==> src/common/tcs_pkg.sv <==
// Constants and types for the transmit clock select block.
// Operation
// - Rising violation bit inserts one line violation.
// - Standard bit zero is E1, one T1.
// - Align frames to 8 kHz only under PLL.
// - Protected loop timing falls back to PLL.
// - Clock loss flag sets only while protected.
// - Source codes: 00/11 loop, 01 external, 10 PLL.
// - Base rate: clock pin outputs except external.
// - High-speed backplane: clock and syncs inputs.
// - Base rate sync pins follow polarity invert.
package tcs_pkg;
  localparam logic [15:0] CTRL_ADDR = 16'h0100;
  localparam logic [15:0] SYNC_MUX_ADDR = 16'h0104;
  localparam logic [15:0] STATE_ADDR = 16'h0108;
  localparam logic [15:0] BACKPLANE_ADDR = 16'h010C;
  localparam logic [15:0] INT_STATUS_ADDR = 16'h0B00;
  localparam logic [15:0] INT_MASK_ADDR = 16'h0B04;
  localparam logic [7:0] CTRL_RESET = 8'h11;
  localparam int SYNC_POLARITY_INVERT_BIT = 4;
  localparam int CLK_LOSS_BIT = 5;
  localparam int HIGH_SPEED_BIT = 0;
  localparam logic [1:0] SRC_LOOP = 2'h0;
  localparam logic [1:0] SRC_EXT = 2'h1;
  localparam logic [1:0] SRC_PLL = 2'h2;
  localparam logic [1:0] SRC_LOOP_ALT = 2'h3;
  localparam logic [1:0] RESP_OKAY = 2'h0;
  localparam logic [1:0] RESP_SLVERR = 2'h2;
  localparam logic [31:0] ZERO_WORD = 32'h0000_0000;
  // Pin sample vector positions.
  localparam int PIN_LOST = 0;
  localparam int PIN_REF8K = 1;
  localparam int PIN_RECCLK = 2;
  localparam int PIN_EXTCLK = 3;
  localparam int PIN_PLLCLK = 4;
  localparam int PIN_COUNT = 5;

  typedef struct packed {
    logic lcvInsert;
    logic t1Mode;
    logic syncTo8k;
    logic lossProtect;
    logic [1:0] reserved;
    logic [1:0] clockSource;
  } tcs_ctrl_type;

  typedef struct packed {
    logic serialClk;
    logic frameSync;
    logic multiframeSync;
  } tcs_pindir_type;

  typedef enum logic [1:0] {
    TIMING_LOOP,
    TIMING_EXT,
    TIMING_PLL
  } tcs_timing_type;
endpackage

==> src/logic/tcs_transmit_clock_select.sv <==
// Transmit clock select, timing control and AXI4-Lite register slave.
`timescale 1ns/1ps
module tcs_transmit_clock_select
  import tcs_pkg::*;
#(
  parameter int ADDR_WIDTH = 16
) (
  // Clock and reset.
  input wire logic sys_clk,
  input wire logic rstn,
  // AXI4-Lite write channels.
  input wire logic [ADDR_WIDTH-1:0] s_axi_awaddr,
  input wire logic s_axi_awvalid,
  output logic s_axi_awready,
  input wire logic [31:0] s_axi_wdata,
  input wire logic [3:0] s_axi_wstrb,
  input wire logic s_axi_wvalid,
  output logic s_axi_wready,
  output logic [1:0] s_axi_bresp,
  output logic s_axi_bvalid,
  input wire logic s_axi_bready,
  // AXI4-Lite read channels.
  input wire logic [ADDR_WIDTH-1:0] s_axi_araddr,
  input wire logic s_axi_arvalid,
  output logic s_axi_arready,
  output logic [31:0] s_axi_rdata,
  output logic [1:0] s_axi_rresp,
  output logic s_axi_rvalid,
  input wire logic s_axi_rready,
  // Line and clock inputs, asynchronous to sys_clk.
  input wire logic lineRecoveryLost,
  input wire logic pllFrameRef8k,
  input wire logic recoveredClk,
  input wire logic serialClkIn,
  input wire logic pllClk,
  // Transmit timing outputs.
  output tcs_timing_type timingSource,
  output logic t1Mode,
  output logic lineCodeViolationPulse,
  output logic frameAlignPulse,
  output logic serialClkOut,
  output tcs_pindir_type pinOutputEnable,
  // Interrupt.
  output logic irq
);

  // Register and bus state.
  tcs_ctrl_type ctrl, next_ctrl;
  logic syncMux, next_syncMux;
  logic highSpeed, next_highSpeed;
  logic intStatus, next_intStatus;
  logic intMask, next_intMask;
  logic awHeld, next_awHeld;
  logic wHeld, next_wHeld;
  logic [ADDR_WIDTH-1:0] awAddr, next_awAddr;
  logic [31:0] wData, next_wData;
  logic [3:0] wStrb, next_wStrb;
  logic next_awReady;
  logic next_wReady;
  logic next_bValid;
  logic next_arReady;
  logic next_rValid;
  logic [1:0] next_bResp;
  logic [1:0] next_rResp;
  logic [31:0] next_rData;
  logic lcvPending, next_lcvPending;

  // Line state.
  logic [PIN_COUNT-1:0] pinMeta;
  logic [PIN_COUNT-1:0] pinSync;
  logic [PIN_COUNT-1:0] pinPrev;
  tcs_timing_type next_timingSource;
  logic next_lcvPulse;
  logic next_alignPulse;
  logic next_serialClkOut;
  logic next_irq;
  tcs_pindir_type next_pinOe;
  logic lossEvent;
  logic wrDo;

  // Two flip-flops before any logic looks at a pin.
  // Clocks are sampled like any pin, so the copy on serialClkOut is coarse at this rate.
  always_ff @(posedge sys_clk or negedge rstn) begin
    if (!rstn) begin
      pinMeta <= '0;
      pinSync <= '0;
      pinPrev <= '0;
    end else begin
      pinMeta <= {pllClk, serialClkIn, recoveredClk, pllFrameRef8k, lineRecoveryLost};
      pinSync <= pinMeta;
      pinPrev <= pinSync;
    end
  end

  assign lossEvent = pinSync[PIN_LOST] && !pinPrev[PIN_LOST];
  assign wrDo = awHeld && wHeld && !s_axi_bvalid;

  always_comb begin
    next_ctrl = ctrl;
    next_syncMux = syncMux;
    next_highSpeed = highSpeed;
    next_intMask = intMask;
    next_intStatus = intStatus;
    next_awHeld = awHeld;
    next_wHeld = wHeld;
    next_awAddr = awAddr;
    next_wData = wData;
    next_wStrb = wStrb;
    next_bValid = s_axi_bvalid;
    next_bResp = s_axi_bresp;
    next_arReady = s_axi_arready;
    next_rValid = s_axi_rvalid;
    next_rData = s_axi_rdata;
    next_rResp = s_axi_rresp;
    next_lcvPending = 1'b0;
    // Address and data are taken in either order and held until both are present.
    if (s_axi_awvalid && s_axi_awready) begin
      next_awHeld = 1'b1;
      next_awAddr = s_axi_awaddr;
    end
    if (s_axi_wvalid && s_axi_wready) begin
      next_wHeld = 1'b1;
      next_wData = s_axi_wdata;
      next_wStrb = s_axi_wstrb;
    end
    if (s_axi_bvalid && s_axi_bready) begin
      next_bValid = 1'b0;
    end
    if (wrDo) begin
      next_awHeld = 1'b0;
      next_wHeld = 1'b0;
      next_bValid = 1'b1;
      next_bResp = RESP_OKAY;
      unique case (awAddr[15:0])
        CTRL_ADDR: begin
          if (wStrb[0]) begin
            next_ctrl = tcs_ctrl_type'(wData[7:0]);
            // Only the edge counts, so a bit left at one never repeats the violation.
            next_lcvPending = wData[7] && !ctrl.lcvInsert;
          end
        end
        SYNC_MUX_ADDR: begin
          if (wStrb[0]) begin
            next_syncMux = wData[SYNC_POLARITY_INVERT_BIT];
          end
        end
        BACKPLANE_ADDR: begin
          if (wStrb[0]) begin
            next_highSpeed = wData[HIGH_SPEED_BIT];
          end
        end
        INT_MASK_ADDR: begin
          if (wStrb[0]) begin
            next_intMask = wData[CLK_LOSS_BIT];
          end
        end
        INT_STATUS_ADDR: begin
          if (wStrb[0] && wData[CLK_LOSS_BIT]) begin
            next_intStatus = 1'b0;
          end
        end
        STATE_ADDR: begin
        end
        // An unmapped word still gets an answer, so a master never stalls on it.
        default: begin
          next_bResp = RESP_SLVERR;
        end
      endcase
    end
    // A loss edge in the clearing cycle still sets the flag.
    if (lossEvent && ctrl.lossProtect) begin
      next_intStatus = 1'b1;
    end
    // One read at a time: arready drops while the answer stands.
    if (s_axi_rvalid && s_axi_rready) begin
      next_rValid = 1'b0;
      next_arReady = 1'b1;
    end
    if (s_axi_arvalid && s_axi_arready) begin
      next_arReady = 1'b0;
      next_rValid = 1'b1;
      next_rResp = RESP_OKAY;
      next_rData = ZERO_WORD;
      unique case (s_axi_araddr[15:0])
        CTRL_ADDR: next_rData[7:0] = ctrl;
        SYNC_MUX_ADDR: next_rData[SYNC_POLARITY_INVERT_BIT] = syncMux;
        BACKPLANE_ADDR: next_rData[HIGH_SPEED_BIT] = highSpeed;
        STATE_ADDR: begin
          next_rData[1:0] = timingSource;
          next_rData[2] = pinSync[PIN_LOST];
        end
        INT_STATUS_ADDR: next_rData[CLK_LOSS_BIT] = intStatus;
        INT_MASK_ADDR: next_rData[CLK_LOSS_BIT] = intMask;
        default: next_rResp = RESP_SLVERR;
      endcase
    end
    next_awReady = !next_awHeld && !next_bValid;
    next_wReady = !next_wHeld && !next_bValid;
  end

  always_ff @(posedge sys_clk or negedge rstn) begin
    if (!rstn) begin
      ctrl <= tcs_ctrl_type'(CTRL_RESET);
      syncMux <= 1'b0;
      highSpeed <= 1'b0;
      intStatus <= 1'b0;
      intMask <= 1'b0;
      awHeld <= 1'b0;
      wHeld <= 1'b0;
      awAddr <= '0;
      wData <= ZERO_WORD;
      wStrb <= 4'h0;
      s_axi_awready <= 1'b0;
      s_axi_wready <= 1'b0;
      s_axi_bvalid <= 1'b0;
      s_axi_bresp <= RESP_OKAY;
      s_axi_arready <= 1'b0;
      s_axi_rvalid <= 1'b0;
      s_axi_rdata <= ZERO_WORD;
      s_axi_rresp <= RESP_OKAY;
      lcvPending <= 1'b0;
    end else begin
      ctrl <= next_ctrl;
      syncMux <= next_syncMux;
      highSpeed <= next_highSpeed;
      intStatus <= next_intStatus;
      intMask <= next_intMask;
      awHeld <= next_awHeld;
      wHeld <= next_wHeld;
      awAddr <= next_awAddr;
      wData <= next_wData;
      wStrb <= next_wStrb;
      s_axi_awready <= next_awReady;
      s_axi_wready <= next_wReady;
      s_axi_bvalid <= next_bValid;
      s_axi_bresp <= next_bResp;
      s_axi_arready <= next_arReady || (!s_axi_arready && !s_axi_rvalid && !next_rValid);
      s_axi_rvalid <= next_rValid;
      s_axi_rdata <= next_rData;
      s_axi_rresp <= next_rResp;
      lcvPending <= next_lcvPending;
    end
  end

  // Timing source selection and pin directions.
  always_comb begin
    // Defaults keep every path assigned; the fourth code of the source enum never occurs.
    next_timingSource = TIMING_LOOP;
    next_serialClkOut = 1'b0;
    next_pinOe = '0;
    unique case (ctrl.clockSource)
      SRC_EXT: next_timingSource = TIMING_EXT;
      SRC_PLL: next_timingSource = TIMING_PLL;
      SRC_LOOP, SRC_LOOP_ALT: begin
        // Falls back to the PLL only while recovery is lost, then returns.
        if (ctrl.lossProtect && pinSync[PIN_LOST]) begin
          next_timingSource = TIMING_PLL;
        end else begin
          next_timingSource = TIMING_LOOP;
        end
      end
    endcase
    unique case (next_timingSource)
      TIMING_EXT: next_serialClkOut = 1'b0;
      TIMING_PLL: next_serialClkOut = pinSync[PIN_PLLCLK];
      TIMING_LOOP: next_serialClkOut = pinSync[PIN_RECCLK];
    endcase
    if (highSpeed) begin
      next_pinOe = '0;
      next_serialClkOut = 1'b0;
    end else begin
      next_pinOe.serialClk = (next_timingSource != TIMING_EXT);
      next_pinOe.frameSync = !syncMux;
      next_pinOe.multiframeSync = !syncMux;
    end
    next_alignPulse = ctrl.syncTo8k && (next_timingSource == TIMING_PLL)
                      && pinSync[PIN_REF8K] && !pinPrev[PIN_REF8K];
    next_lcvPulse = lcvPending;
    // Taken from the next values so irq moves on the same edge as the status bit.
    next_irq = (next_intStatus && next_intMask);
  end

  always_ff @(posedge sys_clk or negedge rstn) begin
    if (!rstn) begin
      timingSource <= TIMING_EXT;
      t1Mode <= 1'b0;
      lineCodeViolationPulse <= 1'b0;
      frameAlignPulse <= 1'b0;
      serialClkOut <= 1'b0;
      pinOutputEnable <= '0;
      irq <= 1'b0;
    end else begin
      timingSource <= next_timingSource;
      t1Mode <= ctrl.t1Mode;
      lineCodeViolationPulse <= next_lcvPulse;
      frameAlignPulse <= next_alignPulse;
      serialClkOut <= next_serialClkOut;
      pinOutputEnable <= next_pinOe;
      irq <= next_irq;
    end
  end

endmodule

==> config.mk <==
export PLATFORM = sky130hd
export DESIGN_NAME = tcs_transmit_clock_select
export DESIGN_NICKNAME = d
export VERILOG_FILES = /design/src/common/tcs_pkg.sv /design/src/logic/tcs_transmit_clock_select.sv
export SDC_FILE = /design/constraint.sdc
export NUM_CORES = 1
export LEC_CHECK = 0
export BUFFER_PORTS_ARGS = -buffer_cell sky130_fd_sc_hd__buf_2
export CAP_MARGIN = 20
export CORE_MARGIN = 2
export CORE_UTILIZATION = 51
export CTS_CLUSTER_DIAMETER = 200
export CTS_CLUSTER_SIZE = 30
export DETAILED_ROUTE_END_ITERATION = 16
export GPL_TIMING_DRIVEN = 0
export PLACE_DENSITY = 0.94
export SLEW_MARGIN = 20
export SYNTH_ARGS = -nofsm -noshare
export SYNTH_HDL_FRONTEND = slang
export SYNTH_SLANG_ARGS = --single-unit
==> constraint.sdc <==
create_clock -name sys_clk -period 2.8 [get_ports sys_clk]
set_input_delay 0.14 -clock sys_clk [delete_from_list [all_inputs] [get_ports sys_clk]]
set_output_delay 0.14 -clock sys_clk [all_outputs]
set_load 0.01 [all_outputs]
# Word level (Yosys, flattened, before mapping)

Cells that the tools add are included.

Word-level logic and storage cells: 127
Register bits after elaboration: 79
Output and inout port bits: 51
Input bits: 80

Reduce and logical (&&, ||, !) cells: 40
Muxes and demuxes: 33
Equal/unequal tests: 18

Operators by type and width:

| operator             | number |
|---|---|
| $eq 16x9->1 const B  | 8 |
| $eq 16x12->1 const B | 4 |
| $mux 1               | 22 |
| $logic_and 1x1->1    | 20 |
| $reduce_or 6->1      | 2 |
| $logic_not 1->1      | 11 |
| $pmux 1 s3           | 3 |
| $reduce_and 3->1     | 3 |
| $mux 2               | 4 |
| $eq 2x2->1 const B   | 3 |
| $pmux 2 s3           | 1 |
| $eq 2x1->1 const B   | 2 |
| $logic_not 2->1      | 2 |
| $pmux 2 s2           | 1 |
| $mux 3               | 1 |
| $ne 2x1->1 const B   | 1 |
| $pmux 1 s2           | 1 |
| $reduce_or 2->1      | 1 |
| $logic_or 1x1->1     | 1 |

# Logic depth before layout (Yosys ltp)

Word-level depth: 7
Depth in mapped cells: 5
Mapped depth without buffers: 5

# Least setup slack after synthesis

No wires, ideal clock.

Kind: register to register
Start point: reg s_axi_bvalid
End point: reg ctrl[1] (netlist name)
Path buffers: 1
Setup time: 0.125 ns
Slack: 0.985 ns
Data required time: 2.675 ns
Period minus slack after synthesis: 1.815 ns
Arrival: 1.690 ns
Cell stages (with the launch flop): 6
Cell sequence: dfrtp_1 > and3b_1 > buf_2 > nand3_1 > nor4_4 > mux2_2

Cells in the longest elaborated chain, start to end: 3

Ends and longest elaborated chain:

| element                    | line                             | text |
|---|---|---|
| from (decl)                | tcs_transmit_clock_select.sv:20  | `output logic s_axi_bvalid,` |
| from (signal assigned)     | tcs_transmit_clock_select.sv:235 | `s_axi_bvalid <= next_bValid;` |
| $logic_not 1->1            | tcs_transmit_clock_select.sv:96  | `assign wrDo = awHeld && wHeld && !s_axi_bvalid;` |
| $logic_and 1x1->1          | tcs_transmit_clock_select.sv:96  |  |
| $reduce_and 3->1 (no line) | n/a                              |  |
| to (signal assigned)       | tcs_transmit_clock_select.sv:203 | `ctrl <= tcs_ctrl_type'(CTRL_RESET);` |
| to (signal assigned)       | tcs_transmit_clock_select.sv:223 | `ctrl <= next_ctrl;` |
| to (decl)                  | tcs_transmit_clock_select.sv:48  | `tcs_ctrl_type ctrl, next_ctrl;` |

No other way between the ends.
A chain may end at the register's enable or synchronous reset.

# Worst setup path after layout

Start point: reg awAddr[10]
End point: reg ctrl[7] (netlist name)

Cells in the longest elaborated chain, start to end: 2

Ends and longest elaborated chain:

| element                    | line                             | text |
|---|---|---|
| from (decl)                | tcs_transmit_clock_select.sv:55  | `logic [ADDR_WIDTH-1:0] awAddr, next_awAddr;` |
| from (signal assigned)     | tcs_transmit_clock_select.sv:230 | `awAddr <= next_awAddr;` |
| $eq 16x9->1                | tcs_transmit_clock_select.sv:134 | `unique case (awAddr[15:0])` |
| $reduce_and 3->1 (no line) | n/a                              |  |

No other way between the ends.

==> summary.txt <==
TIMING
----------------------------------------------------------------------------------------
Hold Fails Final Rpt                                                                   0
Maximum clock frequency                                                        0.469 GHz
RSZ-0062 raised after global routing                                                  no
Clk_skew                                                                         10.5 ps
Rel. slew slack                                                                    57.1%
Count of endpoints failing setup in the final report                                   0
Actual transition at the worst max-transition pin                                 639 ps
Final period util                                                                  76.1%
Setup TNS                                                                           0 ps
Min Clock Period, post-route                                                     2130 ps
Pins over their slew limit                                                             0
Hold Slack                                                                       15.2 ps

PWR
----------------------------------------------------------------------------------------
Internal power consumption                                                       2.12 mW
P_sw                                                                            0.810 mW
Switching part of the total power                                                  27.7%
Clock network power share                                                          30.1%
Maximum resistive drop on vdd                                                 0.000551 V
Static Leakage                                                                   1.97 nW
Relative contribution of combinational cells to total power                        19.0%
Total power per unit cell area                                                743 nW/um2
Power share of the sequential group                                                50.9%

CTS
----------------------------------------------------------------------------------------
Register clock-pin slew on the reported worst setup and hold paths                 80 ps
Clock latency of the later-clocked register in the worst-skew pair                350 ps
Post-CTS repair timing setup buffer count                                              0
Count of H-tree levels built during CTS                                                3
Total clock buffers created by CTS                                                     9
CTS tree                                                                            done
Resize count post-CTS                                                                  0
Maximum root-to-sink buffer count                                                      2
CTS Root Buffer Type                                                            clkbuf_8
Num Clock Sinks                                                                       74

YOSYS
----------------------------------------------------------------------------------------
Ys flop type                                                                     dfrtp_1
Proportion of synthesized chip area in sequential cells                            60.6%
Area share of xor/xnor cells in the synthesized design                                0%
Area leader, netlist                                                             dfrtp_1
Multiplexer fraction of the synthesized cell area                                  14.2%
Largest family of logic cells by synthesized area                           multiplexers
Cell variety after synth                                                              39
Asr flop ratio synth                                                                100%
Area fraction of the dominant cell type after synthesis                            58.0%
Most used standard cells in the synthesized netlist                         71 x dfrtp_1, 36 x mux2_2, 27 x buf_4, 15 x nor2_1, 10 x nand2_1
Synth area leaders                                                          dfrtp_1 58%, mux2_2 13%, buf_4 6.6%
Post-Syn Area per Cell                                                          13.1 um2
Compound-Gate Fraction of Synth Area                                               5.47%
Synthesized netlist cell count                                                       233
Dominant cell by count in the synthesized netlist                                dfrtp_1
Synth warnings                                                                         0
Fraction of the mapped netlist area in adder cells                                0.817%
Simple logic cell fraction of the synthesized area                                 10.8%
EDFF count, synth                                                                      0
Mapped cell area                                                                3060 um2
Number of flip-flops and latches in the synthesized netlist                           74

RUN STATUS
----------------------------------------------------------------------------------------
Result of the run                                                           complete, no violations

DETAILED ROUTING
----------------------------------------------------------------------------------------
Mean routed wirelength per cell                                                  14.3 um
Number of vias after detailed routing                                              2,101
Post-route antenna net violation count                                                 0
TritonRoute pass-1 iters                                                               4
Number of DRC markers in iteration 0                                                 107
Total wire length after detailed routing                                         6.17 mm
Number of DRC violations after detailed routing                                        0
Number of vias per cell after detailed routing                                      4.87

WORST SETUP PATH
----------------------------------------------------------------------------------------
Critical path arrival                                                            2360 ps
Critical path class                                                         flip-flop to flip-flop
Category of the worst setup path capture point                                 flip-flop
List of cells traversed by the critical path                                nor4b_2, nand4_2, nor4_4, mux2_2
Reg2reg path depth                                                                     4
Worst EP required                                                                3030 ps
Slack of the worst reg-to-reg path                                                670 ps
Category of cells accounting for the largest share of critical-path delay   simple AND/OR/NAND/NOR gates
End of the worst register-to-register path                                  ctrl[7]$_DFFE_PN0P_
Nature of the critical path startpoint                                         flip-flop
Worst path max stage delay                                                        540 ps
Number of buffer and inverter stages on the critical path                              0
Worst r2r src                                                               awAddr[10]$_DFFE_PN0P_
Critical Path Fanout Max                                                               9
Cell at the slowest stage of the critical path                                    nor4_4

CELLS AND AREA
----------------------------------------------------------------------------------------
Filler Cell Count                                                                    437
Number of nets in the final layout                                                   433
Final cell area excluding filler cells                                          3940 um2
Area delta synth->final                                                            28.6%
Number of antenna repair diodes                                                        0
Share of the core filled with cells                                                67.3%
Layout cells sized above 1                                                         46.3%
Finished Layout Cells                                                                431

GLOBAL ROUTE
----------------------------------------------------------------------------------------
Global-route wire length before repair                                           9.38 mm
All-Layer GR Usage                                                                 19.4%
Number of antenna violations at the first check in global routing                      0
Overflow left after global routing                                                     0
Number of global-route vias before repair                                          2,085
Pin count of the biggest net entering global routing                                  59

MIN PATH
----------------------------------------------------------------------------------------
Worst hold path startpoint                                                  s_axi_awaddr[10]
Capture endpoint of the worst hold path                                     awAddr[10]$_DFFE_PN0P_
Path category of the worst min-delay check                                  primary input to flip-flop
Number of cells traversed by the worst hold path                                       2

PLACE
----------------------------------------------------------------------------------------
Post-DP Area                                                                    3650 um2
HPWL after detailed placement                                                    4.64 mm
Post-Place Cells                                                                     408
Number of input and output port buffers inserted                                      74
Gp weighted congestion                                                             0.761

FLOORPLANNING
----------------------------------------------------------------------------------------
Total Die Area                                                                  6640 um2
Standard cell core area                                                         5850 um2
Starting Density                                                                   52.4%
DIE WIDTH                                                                        81.5 um
Boundary pin count                                                                   131
Number of placement rows                                                              28
Floorplan die height                                                             81.5 um

FLOW RUN
----------------------------------------------------------------------------------------
Max-cap viol count                                                                     0

flip-flops by register name (all words and copies together) (netlist names), 2 cells and up:
signal and flops:
awAddr 16, ctrl 8, pinMeta 4, pinOutputEnable 2, pinPrev 2, pinSync 4
s_axi_rdata 8, timingSource 2, wData 8
stage by stage:
step	power, mW	setup slack (ps)
2_1_floorplan	1.86	985
3_3_place_gp	2.00	735
3_5_place_dp	2.06	699
4_1_cts	2.95	686
5_1_grt	3.08	572
6_report	2.93	668
placed cells by master (no fill, tap or decap), drive strengths merged, types with 2 or more instances in the layout:
| cell type | Yosys | routed |
|---|---|---|
| buf | 28 | 103 |
| dfrtp | 71 | 71 |
| mux2 | 36 | 36 |
| conb | 1 | 26 |
| nor2 | 15 | 15 |
| clkbuf | 4 | 13 |
| nand2 | 10 | 10 |
| a22o | 8 | 8 |
| nor4 | 8 | 8 |
| o21ai | 7 | 7 |
| dlygate4sd3 | 0 | 7 |
| inv | 6 | 6 |
| nand3 | 4 | 4 |
| a21oi | 3 | 3 |
| mux2i | 3 | 3 |
| dfstp | 3 | 3 |
| nor4b | 3 | 3 |
| clkinv | 0 | 3 |
| nor2b | 2 | 2 |
| nand4b | 2 | 2 |
| nor3 | 2 | 2 |
| ha | 2 | 2 |
| clkinvlp | 0 | 2 |
| bufinv | 0 | 2 |
| and3b | 2 | 2 |
| nand4 | 2 | 2 |
worst max-delay path by stage:
stage / start / end / depth (start not counted)
3_3_place_gp: awAddr[10]$_DFFE_PN0P_ / ctrl[5]$_DFFE_PN0P_ / 4
6_report: awAddr[10]$_DFFE_PN0P_ / ctrl[7]$_DFFE_PN0P_ / 4
3_5_place_dp: awAddr[10]$_DFFE_PN0P_ / ctrl[2]$_DFFE_PN0P_ / 4
5_1_grt: awAddr[10]$_DFFE_PN0P_ / ctrl[3]$_DFFE_PN0P_ / 4
2_1_floorplan: s_axi_bvalid$_DFF_PN0_ / ctrl[1]$_DFFE_PN0P_ / 5
4_1_cts: awAddr[10]$_DFFE_PN0P_ / ctrl[7]$_DFFE_PN0P_ / 4
power by group through the flow:
stage | Sequential [mW] | Clock (mW) | Combinational (mW)
finish | 1.49 | 0.883 | 0.556
global route | 1.52 | 0.942 | 0.623
CTS | 1.49 | 0.895 | 0.564
detailed placement | 1.51 | 0 | 0.555
global placement | 1.48 | 0 | 0.522
floorplan | 1.46 | 0 | 0.397
layer usage:
metal / vias to the layer above / track usage, % / wire, um
met5: - / 0 / 0
met4: 0 / 11.4 / 151
met3: 13 / 3.19 / 406
met2: 84 / 35.8 / 3350
met1: 996 / 20.7 / 2260
li1: 1008 / - / -
final cells by class:
cell class	count	area, um2	share of cell area (%)
buffer	32	223	5.65
clock inverter	7	93.8	2.38
inverter	6	22.5	0.572
multi-input combinational	146	1060	26.8
timing repair buffer	82	470	11.9
sequential	74	1860	47.1
clock buffer	9	124	3.14
tap	75	93.8	2.38
repair_timing:
| item | 4_1_cts | 5_1_grt |
|---|---|---|
| setup endpoints to repair | 0 | 0 |
| hold endpoints to repair | 77 | 0 |
| hold buffers | 7 | 0 |
worst reg2reg max path, stage by stage, from the launching register on:
cell     delay [ps]
dfrtp_1         400
nor4b_2         380
nand4_2         270
nor4_4          540
mux2_2          420
cell families after synthesis:
family                     after synthesis
DFF                                     74
other                                    1
adders and majority gates                2
buffers and inverters                   38
muxes                                   39
and+or+nand+nor                         55
AOI/OAI and AO/OA                       24
(Power assumes the default switching activity.)
